### src/shared/timer_defs.svh
/*
 Offsets, field positions, reset values and clock-select codes of the
 8-bit up/down event timer. Assumes inclusion by bare name.
*/
`ifndef TIMER_DEFS_SVH
`define TIMER_DEFS_SVH
// Register indices; byte address is four times the index
`define IDX_MODE_CTRL 24'hff_ffb4
`define IDX_COUNT_RELOAD 24'hff_ffb5
`define IDX_IRQ_EN_ONE 24'hff_fff3
`define IDX_IRQ_EN_TWO 24'hff_fff4
`define IDX_IRQ_REQ_TWO 24'hff_fff7
// Field positions
`define BIT_RELOAD_MODE 7
`define BIT_DIR_HI 6
`define BIT_DIR_LO 5
`define BIT_MODE_RSV 4
`define BIT_CLOCK_IRQ_EN 7
`define BIT_TIMER_IRQ_EN 1
`define BIT_TIMER_IRQ_FLAG 1
// Reset values
`define RST_MODE_CTRL 8'h10
`define RST_COUNT 8'h00
`define RST_RELOAD 8'h00
// Clock-select codes
`define CS_SYS_8192 4'b?000
`define CS_SYS_2048 4'b?001
`define CS_SYS_512 4'b?010
`define CS_SYS_64 4'b?011
`define CS_SYS_16 4'b?100
`define CS_SYS_4 4'b0101
`define CS_SUB_1024 4'b0110
`define CS_SUB_256 4'b1101
`define CS_SUB_4 4'b1110
`define CS_EVT_FALL 4'b0111
`define CS_EVT_RISE 4'b1111
// Divider exponents (log2 of the division)
`define LG_8192 4'd13
`define LG_2048 4'd11
`define LG_512 4'd9
`define LG_64 4'd6
`define LG_16 4'd4
`define LG_4 4'd2
`define LG_1024 4'd10
`define LG_256 4'd8
`endif

### src/shared/timer_pkg.sv
/*
 Types of the 8-bit up/down event timer.
 Assumes nothing beyond a SystemVerilog compiler.
*/
package timer_pkg;
    // Mode control register layout
    typedef struct packed {
        logic reload_mode_bit;
        logic direction_ctrl_hi;
        logic direction_ctrl_lo;
        logic reserved_one;
        logic [3:0] clock_select;
    } mode_ctrl_s;
endpackage : timer_pkg

### src/core/updown_event_timer_8bit.sv
/*
 8-bit up/down timer counter with selectable clock source, interval or
 auto-reload operation, request flag and two enable registers, on APB.
 Assumes pclk at 20 MHz, sub_clk_pin and event pins synchronous-safe
 levels, and zero-wait APB masters.
*/
// Our own choice: the APB slave port.
// Operation
// - Mode bit 7: 0 interval wrap, 1 auto-reload.
// - Mode bits 6:5: 00 up, 01 down, 1x direction pin decides.
// - Direction pin high counts down, low counts up.
// - Mode bit 4 reads as 1, writes ignored.
// - Select x001/x010/x011/x100/0101 give system clock /2048,/512,/64,/16,/4.
// - Select x000 gives system clock divided by 8192.
// - Selects 0110, 1101, 1110 give sub-clock /1024, /256, /4.
// - Select 0111 counts falling event edges, 1111 rising edges.
// - Counter is read-only; reads never disturb counting. A reload write loads it too.
// - Overflow from FF or underflow from 00 sets request flag.
// - Counter reads and reload writes share one address.
// - Reset clears counter to zero.
// - Reload write also loads the counter immediately.
// - Auto-reload loads reload value on overflow or underflow.
// - Reload register is write-only, resets to zero.
// - Enable-one bit 7 enables clock interrupt requests.
// - Enable-two bit 1 enables timer interrupt requests.
// - Mode register resets to 10 hex.
// - Request flag stays set until software writes 0.
`include "timer_defs.svh"

module updown_event_timer_8bit
    import timer_pkg::*;
(
    input wire logic pclk, // System clock
    input wire logic presetn, // Async reset, active low
    input wire logic psel, // APB select
    input wire logic penable, // APB enable
    input wire logic pwrite, // APB direction
    input wire logic [31:0] paddr, // APB byte address
    input wire logic [31:0] pwdata, // APB write data
    output logic [31:0] prdata, // APB read data
    output logic pready, // APB ready
    output logic pslverr, // APB error
    input wire logic sub_clk_pin, // Sub-clock level
    input wire logic event_input_pin, // External event pulses
    input wire logic direction_pin, // High counts down
    output logic timer_irq, // Timer request to processor
    output logic clock_irq_enable // Clock interrupt enable level
);

    mode_ctrl_s mode_r;
    logic [7:0] count_r;
    logic [7:0] reload_r;
    logic clock_irq_en_r;
    logic timer_irq_en_r;
    logic timer_irq_flag_r;
    logic [12:0] sys_presc_r;
    logic [9:0] sub_presc_r;
    logic sub_meta_r;
    logic sub_sync_r;
    logic sub_prev_r;
    logic evt_meta_r;
    logic evt_sync_r;
    logic evt_prev_r;
    logic sub_edge;
    logic evt_rise;
    logic evt_fall;
    logic step;
    logic count_down;
    logic at_limit;
    logic setup_rd;
    logic wr_en;
    logic hit_mode;
    logic hit_count;
    logic hit_en_one;
    logic hit_en_two;
    logic hit_req_two;
    logic mapped;
    logic flag_clear;

    // True when a prescaler value completes a 2^lg division
    function automatic logic div_tick(input logic [12:0] p, input logic [3:0] lg);
        logic [12:0] m;
        m = 13'((14'd1 << lg) - 14'd1);
        return (p & m) == m;
    endfunction : div_tick

    // Register index match on a word-aligned byte address
    function automatic logic addr_hit(input logic [31:0] a, input logic [23:0] idx);
        return (a[31:26] == 6'h00) && (a[25:2] == idx) && (a[1:0] == 2'b00);
    endfunction : addr_hit

    // Address decode
    always_comb
    begin
        hit_mode = 1'b0;
        hit_count = 1'b0;
        hit_en_one = 1'b0;
        hit_en_two = 1'b0;
        hit_req_two = 1'b0;
        if (addr_hit(paddr, `IDX_MODE_CTRL))
            hit_mode = 1'b1;
        else if (addr_hit(paddr, `IDX_COUNT_RELOAD))
            hit_count = 1'b1;
        else if (addr_hit(paddr, `IDX_IRQ_EN_ONE))
            hit_en_one = 1'b1;
        else if (addr_hit(paddr, `IDX_IRQ_EN_TWO))
            hit_en_two = 1'b1;
        else if (addr_hit(paddr, `IDX_IRQ_REQ_TWO))
            hit_req_two = 1'b1;
    end

    // Bus handshake: zero wait states, error on unmapped access
    assign mapped = hit_mode | hit_count | hit_en_one | hit_en_two | hit_req_two;
    assign pready = 1'b1;
    assign pslverr = psel & penable & ~mapped;
    assign setup_rd = psel & ~penable & ~pwrite;
    assign wr_en = psel & penable & pwrite & mapped;
    assign flag_clear = wr_en & hit_req_two & ~pwdata[`BIT_TIMER_IRQ_FLAG];

    // Read data captured in the setup cycle
    always_ff @(posedge pclk or negedge presetn)
    begin
        if (!presetn)
            prdata <= 32'h0000_0000;
        else if (setup_rd)
        begin
            prdata <= 32'h0000_0000;
            if (hit_mode)
                prdata[7:0] <= {mode_r[7:5], 1'b1, mode_r[3:0]};
            else if (hit_count)
                prdata[7:0] <= count_r;
            else if (hit_en_one)
                prdata[`BIT_CLOCK_IRQ_EN] <= clock_irq_en_r;
            else if (hit_en_two)
                prdata[`BIT_TIMER_IRQ_EN] <= timer_irq_en_r;
            else if (hit_req_two)
                prdata[`BIT_TIMER_IRQ_FLAG] <= timer_irq_flag_r;
        end
    end

    // Mode control register; bit 4 held at one
    always_ff @(posedge pclk or negedge presetn)
    begin
        if (!presetn)
            mode_r <= `RST_MODE_CTRL;
        else if (wr_en && hit_mode)
            mode_r <= {pwdata[7:5], 1'b1, pwdata[3:0]};
    end

    // Enable registers
    always_ff @(posedge pclk or negedge presetn)
    begin
        if (!presetn)
        begin
            clock_irq_en_r <= 1'b0;
            timer_irq_en_r <= 1'b0;
        end
        else
        begin
            if (wr_en && hit_en_one)
                clock_irq_en_r <= pwdata[`BIT_CLOCK_IRQ_EN];
            if (wr_en && hit_en_two)
                timer_irq_en_r <= pwdata[`BIT_TIMER_IRQ_EN];
        end
    end

    // Free-running system and sub-clock prescalers
    always_ff @(posedge pclk or negedge presetn)
    begin
        if (!presetn)
        begin
            sys_presc_r <= 13'h0000;
            sub_presc_r <= 10'h000;
        end
        else
        begin
            sys_presc_r <= sys_presc_r + 13'h0001;
            if (sub_edge)
                sub_presc_r <= sub_presc_r + 10'h001;
        end
    end

    // Two-flop synchronisers with edge history
    always_ff @(posedge pclk or negedge presetn)
    begin
        if (!presetn)
        begin
            sub_meta_r <= 1'b0;
            sub_sync_r <= 1'b0;
            sub_prev_r <= 1'b0;
            evt_meta_r <= 1'b0;
            evt_sync_r <= 1'b0;
            evt_prev_r <= 1'b0;
        end
        else
        begin
            sub_meta_r <= sub_clk_pin;
            sub_sync_r <= sub_meta_r;
            sub_prev_r <= sub_sync_r;
            evt_meta_r <= event_input_pin;
            evt_sync_r <= evt_meta_r;
            evt_prev_r <= evt_sync_r;
        end
    end

    // Edge detection on synchronised levels
    assign sub_edge = sub_sync_r & ~sub_prev_r;
    assign evt_rise = evt_sync_r & ~evt_prev_r;
    assign evt_fall = ~evt_sync_r & evt_prev_r;

    // Count source selection
    always_comb
    begin
        step = 1'b0;
        casez (mode_r.clock_select)
            `CS_SYS_8192: step = div_tick(sys_presc_r, `LG_8192);
            `CS_SYS_2048: step = div_tick(sys_presc_r, `LG_2048);
            `CS_SYS_512: step = div_tick(sys_presc_r, `LG_512);
            `CS_SYS_64: step = div_tick(sys_presc_r, `LG_64);
            `CS_SYS_16: step = div_tick(sys_presc_r, `LG_16);
            `CS_SYS_4: step = div_tick(sys_presc_r, `LG_4);
            `CS_SUB_1024: step = sub_edge & div_tick({3'b000, sub_presc_r}, `LG_1024);
            `CS_SUB_256: step = sub_edge & div_tick({3'b000, sub_presc_r}, `LG_256);
            `CS_SUB_4: step = sub_edge & div_tick({3'b000, sub_presc_r}, `LG_4);
            `CS_EVT_FALL: step = evt_fall;
            `CS_EVT_RISE: step = evt_rise;
            default: step = 1'b0;
        endcase
    end

    // Direction and wrap detection
    assign count_down = mode_r.direction_ctrl_hi ? direction_pin
                                                 : mode_r.direction_ctrl_lo;
    assign at_limit = count_down ? (count_r == 8'h00) : (count_r == 8'hff);

    // Reload register, write-only
    always_ff @(posedge pclk or negedge presetn)
    begin
        if (!presetn)
            reload_r <= `RST_RELOAD;
        else if (wr_en && hit_count)
            reload_r <= pwdata[7:0];
    end

    // Counter: a write beats a count step in the same cycle
    always_ff @(posedge pclk or negedge presetn)
    begin
        if (!presetn)
            count_r <= `RST_COUNT;
        else if (wr_en && hit_count)
            count_r <= pwdata[7:0];
        else if (step && at_limit && mode_r.reload_mode_bit)
            count_r <= reload_r;
        else if (step && count_down)
            count_r <= count_r - 8'h01;
        else if (step)
            count_r <= count_r + 8'h01;
    end

    // Request flag: a new wrap wins over a clearing write
    always_ff @(posedge pclk or negedge presetn)
    begin
        if (!presetn)
            timer_irq_flag_r <= 1'b0;
        else if (step && at_limit && !(wr_en && hit_count))
            timer_irq_flag_r <= 1'b1;
        else if (flag_clear)
            timer_irq_flag_r <= 1'b0;
    end

    // Request and enable outputs
    assign timer_irq = timer_irq_flag_r & timer_irq_en_r;
    assign clock_irq_enable = clock_irq_en_r;
endmodule : updown_event_timer_8bit

### config.mk
export PLATFORM = sky130hd
export DESIGN_NAME = updown_event_timer_8bit
export DESIGN_NICKNAME = d
export VERILOG_FILES = /design/src/shared/timer_pkg.sv /design/src/core/updown_event_timer_8bit.sv
export VERILOG_INCLUDE_DIRS = /design/src /design/src/shared
export SDC_FILE = /design/constraint.sdc
export NUM_CORES = 1
export LEC_CHECK = 0
export ABC_AREA = 1
export BUFFER_PORTS_ARGS = -buffer_cell sky130_fd_sc_hd__buf_2
export CAP_MARGIN = 20
export CORE_ASPECT_RATIO = 1.25
export CORE_UTILIZATION = 50
export DETAILED_ROUTE_END_ITERATION = 10
export GPL_TIMING_DRIVEN = 0
export PLACE_DENSITY_LB_ADDON = 0.1
export SETUP_SLACK_MARGIN = 0.05
export SYNTH_ARGS = -nofsm -noshare
export SYNTH_HDL_FRONTEND = slang
export SYNTH_SLANG_ARGS = --single-unit
### constraint.sdc
create_clock -name pclk -period 5.1 [get_ports pclk]
set_input_delay 0.765 -clock pclk [delete_from_list [all_inputs] [get_ports pclk]]
set_output_delay 0.765 -clock pclk [all_outputs]
set_load 0.03 [all_outputs]
==> results.rst, run 1 <==
.. list-table::
   :header-rows: 1

   * - Metric
     - Value
   * - Core outline area
     - 7313 um^2
   * - PostCTS Resize Cnt
     - 0
   * - Final antenna-violating net count
     - 0
   * - Combinational power share
     - 12.4%
   * - Die height
     - 99.07 um
   * - Root buffer cell
     - sky130_fd_sc_hd__clkbuf_8
   * - Count of hold buffers inserted by post-cts repair
     - 0
   * - Count of TritonRoute iterations in the first routing pass
     - 4
   * - Class of the most critical setup path
     - in -> out
   * - Count of antenna diodes in the layout
     - 0
   * - Data arrival, critical path
     - 2.23 ns
   * - Detailed Route WL
     - 8106 um
   * - Share of power burned in registers
     - 46.3%
   * - Chip width
     - 79.65 um
   * - Std cell rows
     - 35
   * - Highest ir drop seen on vdd
     - 146.5 uV
   * - Final Cycle Share
     - 58.79%
   * - Mapped Cells
     - 485
   * - Setup repair after global routing missed its margin
     - no
   * - Asr flop ratio synth
     - 100.0%
   * - Vias in the first global route
     - 3093
   * - Via-per-instance ratio
     - 4.921
   * - Number of buffer cells added on primary ports
     - 58
   * - Die Outline Area
     - 7891 um^2
   * - Actual slew at the worst max-slew pin
     - 0.7683 ns
   * - Summed negative setup slack over all endpoints
     - 0 ns
   * - Number of hold-slack violations in the final timing report
     - 0
   * - 1st-iter DRT viols
     - 155
   * - Final number of setup-violating endpoints
     - 0
   * - Mapped Avg Cell Area
     - 7.770 um^2
   * - Worst min path class
     - reg -> reg
   * - Area used by multi-input combinational logic
     - 1804 um^2
   * - DRC violation count after routing
     - 0
   * - First-pass GRT wire length
     - 13770 um
   * - Final min period
     - 2.998 ns
   * - Area taken by flip-flops and latches
     - 1577 um^2
   * - Total vias in the final route
     - 3317
   * - Later-pin clock latency in the skew report
     - 0.34 ns
   * - Switching component of the power
     - 305.4 uW
   * - Total of max-cap violations
     - 0
   * - Total of flip-flops plus latches after synthesis
     - 63
   * - Post-CTS clock slew at the launch and capture registers of the worst setup and hold paths
     - 0.07 ns
   * - Fill cell count
     - 684
   * - Max-slew violation count
     - 0
   * - Worst Path Required
     - 4.34 ns
   * - Depth of the CTS H-tree
     - 3
   * - Critical Path Source Type
     - input port
   * - Path depth of the worst reg2reg path
     - 22
   * - Detailed Place HPWL
     - 6230 um
   * - Number of clock buffers inserted by TritonCTS
     - 9
   * - Highest Clock Rate
     - 0.3335 GHz
   * - Post-CTS setup buffer count
     - 0
   * - TritonCTS clock tree
     - built
   * - Weighted congestion reported at the end of routability-driven placement
     - 0.9254
   * - Antenna violations before repair
     - 0
   * - Net switching share of the total power
     - 25.60%
   * - Internal power summed over all cells
     - 887.5 uW
   * - Bufs on Longest Clock Path
     - 2
   * - Number of flops mapped to enable cells by yosys
     - 0
   * - Sequential element share of the synthesized area
     - 41.83%
   * - Post-layout net count
     - 653
   * - Dominant synthesized flop cell
     - sky130_fd_sc_hd__dfrtp_1
   * - Rel. slew slack
     - 48.78%
   * - Final clock skew
     - 0.004763 ns
   * - Total standard cell area after synthesis
     - 3769 um^2
   * - Post-route non-filler standard cell count
     - 674
   * - Distinct cell type count after synthesis
     - 42
   * - Clock network fraction of total power
     - 41.4%
   * - Area grow syn2layout
     - 19.26%
   * - Static leakage
     - 0.002453 uW
   * - Total GRT Usage
     - 22.69%
   * - Run status
     - complete, no violations
   * - Wirelength per Cell
     - 12.03 um
   * - Hold depth
     - 0
   * - Pin count of the biggest net entering global routing
     - 64
   * - Largest fanout on the critical path
     - 4
   * - Kind of end point of the critical path
     - output pin
   * - Yosys warnings
     - 0
   * - Initial Utilization
     - 51.53%
   * - Overflow left after global routing
     - 0
   * - Power density over the cells
     - 265.4 nW/um^2
   * - Placed Instances
     - 658
   * - Layout cells sized above 1
     - 22.51%
   * - Number of I/O pins
     - 108
   * - Clock net sink count
     - 63
[Yosys cell counts (4+ instances only)]
library cell,n,area share (%)
sky130_fd_sc_hd__ha_1,4,1.3
sky130_fd_sc_hd__a2bb2oi_1,4,0.93
sky130_fd_sc_hd__o21ai_0,6,0.80
sky130_fd_sc_hd__nor2_1,41,4.1
sky130_fd_sc_hd__inv_2,5,0.50
sky130_fd_sc_hd__nand2_1,130,13
sky130_fd_sc_hd__nand4_1,13,2.2
sky130_fd_sc_hd__nor3_1,10,1.3
sky130_fd_sc_hd__dfrtp_1,63,42
sky130_fd_sc_hd__buf_4,25,5.0
sky130_fd_sc_hd__o21ai_1,5,0.66
sky130_fd_sc_hd__nor2_2,4,0.66
sky130_fd_sc_hd__xnor2_1,9,2.1
sky130_fd_sc_hd__nand3_1,32,4.2
sky130_fd_sc_hd__inv_1,60,6.0
sky130_fd_sc_hd__o21ai_2,6,1.4
sky130_fd_sc_hd__xor2_1,11,2.6
sky130_fd_sc_hd__a21oi_1,9,1.2
sky130_fd_sc_hd__clkbuf_1,4,0.40
[cell usage in the layout, fill, tap and decap left out, drive strengths merged, types with 4 or more instances in the layout]
cell type,netlist,layout
a21oi,9,9
a2bb2oi,4,4
buf,28,86
clkbuf,4,15
conb,2,25
dfrtp,63,63
ha,4,4
inv,65,65
nand2,135,135
nand3,36,36
nand4,13,13
nor2,45,45
nor3,12,12
o21ai,17,17
xnor2,9,9
xor2,11,11
[cells by family (layout without fill, tap and decap cells)]
group	Yosys count	after routing	share of synthesized area, %
buffers and inverters	97	171	12.58
DFF	63	63	41.83
other	2	25	0.1993
xor gates and xnor gates	20	20	4.648
adders and majority gates	4	4	1.328
AOI/OAI and AO/OA	48	48	8.831
muxes	2	2	0.5312
and+or+nand+nor	249	249	30.05
[critical path: stages]
cell and delay (ns):
sky130_fd_sc_hd__buf_2 0.09, sky130_fd_sc_hd__nor2_1 0.16, sky130_fd_sc_hd__inv_1 0.05, sky130_fd_sc_hd__nor3_1 0.14
sky130_fd_sc_hd__inv_1 0.08, sky130_fd_sc_hd__nor3_2 0.13, sky130_fd_sc_hd__inv_1 0.09, sky130_fd_sc_hd__nor3_2 0.28
sky130_fd_sc_hd__nor2_1 0.12, sky130_fd_sc_hd__nand2_4 0.11, sky130_fd_sc_hd__nor2_1 0.04, sky130_fd_sc_hd__buf_2 0.17
[power groups by stage]
stage / sequential [uW] / combinational (uW) / clock [uW]
floorplan: 571 / 85.5 / 0
global placement: 560 / 145 / 0
detailed placement: 561 / 149 / 0
CTS: 552 / 150 / 504
global route: 555 / 165 / 530
finish: 552 / 148 / 493
[cell type report]
cell class                 count  area share, %
clock buffer                  11          3.369
multi-input combinational    348          40.14
timing repair buffer          58          6.514
sequential                    63          35.08
inverter                      65          5.429
tap                           92          2.561
buffer                        32          5.122
clock inverter                 5          1.782
[stage by stage]
stage          hold WS (ns)  cell area (um^2)  util (%)  setup WS [ns]  total power (uW)
4_1_cts              0.3586              4494     61.45          2.079              1205
3_5_place_dp         0.3428              4263     58.29          2.083             710.0
3_3_place_gp         0.3354              4260     58.25          2.092             705.6
5_1_grt              0.3716              4494     61.45          1.896              1250
2_1_floorplan        0.3312              3855         -          2.195             656.8
6_report             0.3554              4494     61.45          2.102              1193
[metal layers]
metal / part of all wire, % / global-route usage (%)
met1: 42 / 27.71
met3: 4.0 / 3.796
met2: 53 / 38.79
met5: 0 / 0
met4: 1.6 / 9.930
[sequential cells by signal, indices dropped and copies added, names as in the netlist]
name,count
timer_irq_flag_r,1
clock_irq_enable,1
prdata,8
sub_meta_r,1
reload_r,8
evt_meta_r,1
count_r,8
sys_presc_r,13
evt_prev_r,1
sub_presc_r,10
evt_sync_r,1
sub_sync_r,1
mode_r,7
timer_irq_en_r,1
sub_prev_r,1
[path summary, 6_finish.rpt]
path | slack [ns] | end | startpoint
worst max-delay path | 2.10 | pslverr | paddr[1]
worst min-delay path | 0.36 | sub_sync_r | sub_meta_r
worst max register to register | 2.25 | count_r[6] | sys_presc_r[0]
worst min register to register | 0.36 | sub_sync_r | sub_meta_r
max in group asynchronous | 4.09 | mode_r[6] | presetn
min in group asynchronous | 0.49 | sys_presc_r[4] | presetn
No activity file was read; power rests on OpenSTA's default activity.
==> run 2: changes to the inputs <==
--- a/config.mk
+++ b/config.mk
@@ -10,7 +10,7 @@
 export BUFFER_PORTS_ARGS = -buffer_cell sky130_fd_sc_hd__buf_2
 export CAP_MARGIN = 20
 export CORE_ASPECT_RATIO = 1.25
-export CORE_UTILIZATION = 50
+export CORE_UTILIZATION = 47
 export DETAILED_ROUTE_END_ITERATION = 10
 export GPL_TIMING_DRIVEN = 0
 export PLACE_DENSITY_LB_ADDON = 0.1
==> constraint.sdc (replaced) <==
create_clock -name pclk -period 2.69 [get_ports pclk]
set_input_delay 0.4035 -clock pclk [delete_from_list [all_inputs] [get_ports pclk]]
set_output_delay 0.4035 -clock pclk [all_outputs]
set_load 0.03 [all_outputs]
==> results.rst, run 2 (synthesized netlist as in run 1, its figures left out) <==
.. list-table::
   :header-rows: 1

   * - Metric
     - Value
   * - Most frequent standard cell in the layout excluding fill and tap cells
     - sky130_fd_sc_hd__nand2_1
   * - Die Outline Area
     - 8383 um^2
   * - Layout cells sized above 1
     - 27.70%
   * - Detailed Place HPWL
     - 6429 um
   * - Post-layout net count
     - 664
   * - Post-CTS clock slew at the launch and capture registers of the worst setup and hold paths
     - 0.07 ns
   * - 1st-iter DRT viols
     - 103
   * - Crit Reg-Reg Startpoint
     - sys_presc_r[1]
   * - Combinational power share
     - 12.5%
   * - Die height
     - 102.1 um
   * - Library cell contributing the largest single delay on the critical path
     - sky130_fd_sc_hd__dfrtp_1
   * - Critical Path Source Type
     - flip-flop
   * - Setup repair after global routing missed its margin
     - yes
   * - Data arrival, critical path
     - 2.81 ns
   * - Critical-path cell list
     - ha_4 > nand2_4 > nor2_4 > nand2_2 > inv_2 > ha_4 > nand2_2 > nand3_2 > nand2_2 > nand3_4 > nand3_4 > nand2_2 > nand2_1 > inv_1 > ha_2 > inv_2 > a21oi_4 > nand3_2 > nand2_1 > nand2_1 > nand3_2 > nand2_1 > nand2_1
   * - Final number of setup-violating endpoints
     - 0
   * - Core outline area
     - 7792 um^2
   * - Post-route non-filler standard cell count
     - 687
   * - Antenna violations before repair
     - 0
   * - Weighted congestion reported at the end of routability-driven placement
     - 0.9045
   * - Root buffer cell
     - sky130_fd_sc_hd__clkbuf_8
   * - Count of TritonRoute iterations in the first routing pass
     - 4
   * - Placed Instances
     - 661
   * - Depth of the CTS H-tree
     - 3
   * - DRC violation count after routing
     - 0
   * - Highest Clock Rate
     - 0.3952 GHz
   * - Share of power burned in registers
     - 46.1%
   * - Rel. slew slack
     - 46.74%
   * - Count of antenna diodes in the layout
     - 0
   * - Minimum setup slack among reg-to-reg paths
     - 0.16 ns
   * - Pin count of the biggest net entering global routing
     - 64
   * - Worst min path class
     - in -> async
   * - Max-slew violation count
     - 0
   * - Commonest cells after routing, fill and taps aside
     - sky130_fd_sc_hd__nand2_1, sky130_fd_sc_hd__dfrtp_1, sky130_fd_sc_hd__buf_2
   * - Class of the most critical setup path
     - reg -> reg
   * - Highest ir drop seen on vdd
     - 302.3 uV
   * - Run status
     - complete, no violations
   * - Power density over the cells
     - 484.2 nW/um^2
   * - Path depth of the worst reg2reg path
     - 23
   * - Final clock skew
     - 0.004733 ns
   * - Total vias in the final route
     - 3388
   * - Clock net sink count
     - 63
   * - Number of buffer cells added on primary ports
     - 58
   * - Area grow syn2layout
     - 24.57%
   * - Worst R2R End
     - count_r[6]
   * - Largest fanout on the critical path
     - 5
   * - Post-route cell area
     - 4695 um^2
   * - Chip width
     - 82.09 um
   * - Total GRT Usage
     - 21.77%
   * - Switching component of the power
     - 567.4 uW
   * - Clock network fraction of total power
     - 41.4%
   * - Later-pin clock latency in the skew report
     - 0.34 ns
   * - Actual slew at the worst max-slew pin
     - 0.7988 ns
   * - Bufs on Longest Clock Path
     - 2
   * - Number of I/O pins
     - 108
   * - Worst hold slack
     - 0.1522 ns
   * - Area after DPL
     - 4267 um^2
   * - Initial Utilization
     - 48.36%
   * - Flip-flop count of the largest register after layout
     - 13
   * - Detailed Route WL
     - 8649 um
   * - Crit-path most repeated cell
     - sky130_fd_sc_hd__nand2_1
   * - First-pass GRT wire length
     - 13740 um
   * - Wirelength per Cell
     - 12.59 um
   * - Number of clock buffers inserted by TritonCTS
     - 9
   * - Number of hold-slack violations in the final timing report
     - 0
   * - TritonCTS clock tree
     - built
   * - Vias in the first global route
     - 3159
   * - Final min period
     - 2.530 ns
   * - Final antenna-violating net count
     - 0
   * - Internal power summed over all cells
     - 1706 uW
   * - Final Cycle Share
     - 94.05%
   * - Net switching share of the total power
     - 24.96%
   * - Std cell rows
     - 36
   * - Via-per-instance ratio
     - 4.932
   * - Static leakage
     - 0.002538 uW
   * - Worst Path Required
     - 2.97 ns
   * - Registers with the most flip-flops
     - sys_presc_r x13, sub_presc_r x10
   * - Slowest cell delay on critical path
     - 0.39 ns
   * - Overflow left after global routing
     - 0
   * - Biggest register
     - sys_presc_r
   * - Total of max-cap violations
     - 0
   * - Kind of end point of the critical path
     - flip-flop
## run 2: changes by cell type in the layout (fill, tap and decap cells not counted), sizes merged
cell,delta
buf,+11
clkbuf,+1
clkinvlp,-2
## run 2: timing repair
action / 4_1_cts / 5_1_grt
pin swaps: 1 / 15
resized for setup: 3 / 31
setup buffers: 3 / 7
setup endpoints to repair: 6 / 6
gates cloned: 0 / 1
hold buffers: 0 / 0
## run 2: per-stage QoR
step	utilization [%]	worst slack (ns)	power [uW]	TNS, ns
6_report	60.24	0.1599	2273	0
5_1_grt	60.24	-0.02191	2384	-0.02191
4_1_cts	58.17	0.02207	2297	0
3_5_place_dp	54.75	-0.1225	1346	-0.2481
3_3_place_gp	54.72	-0.07202	1338	-0.09190
2_1_floorplan	-	0.2900	1245	0
## run 2: worst max path at each step
| stage | to | depth (start not counted) | start |
|---|---|---|---|
| 3_5_place_dp | count_r[6] | 22 | sys_presc_r[0] |
| 4_1_cts | count_r[6] | 22 | sys_presc_r[0] |
| 3_3_place_gp | count_r[6] | 22 | sys_presc_r[0] |
| 6_report | count_r[6] | 23 | sys_presc_r[1] |
| 5_1_grt | count_r[6] | 23 | sys_presc_r[1] |
| 2_1_floorplan | count_r[4] | 23 | sys_presc_r[0] |
## run 2: cell type report
type,instances,area [um^2]
Timing Repair Buffer,69,376.6
Sequential cell,63,1577
Tap cell,95,118.9
Buffer,32,232.7
Fill cell,734,3098
Inverter,65,246.5
Clock inverter,3,65.06
Multi-Input combinational cell,348,1913
Clock buffer,12,165.2
## run 2: power groups by stage
stage          logic [uW]  clock network, uW  registers, uW
6_report              284                942           1050
5_1_grt               320               1010           1050
4_1_cts               283                967           1050
3_5_place_dp          282                  0           1060
3_3_place_gp          275                  0           1060
2_1_floorplan         162                  0           1080
## run 2: metal layers
layer  GRT usage (%)  part of all wire [%]  vias to the layer above
met5               0                     0                        -
met4           11.74                   2.4                        0
met3           3.571                   4.4                       20
met2           36.62                    51                       90
met1           26.27                    42                     1560
li1                -                     -                     1718
## run 2: worst max-delay path: cells and delay by family (launching register included)
family | cells | cell delay (ns)
compound gates | 1 | 0.17
flops | 1 | 0.39
fa+ha+maj | 3 | 0.49
buf+inv | 3 | 0.19
simple gates | 16 | 1.22
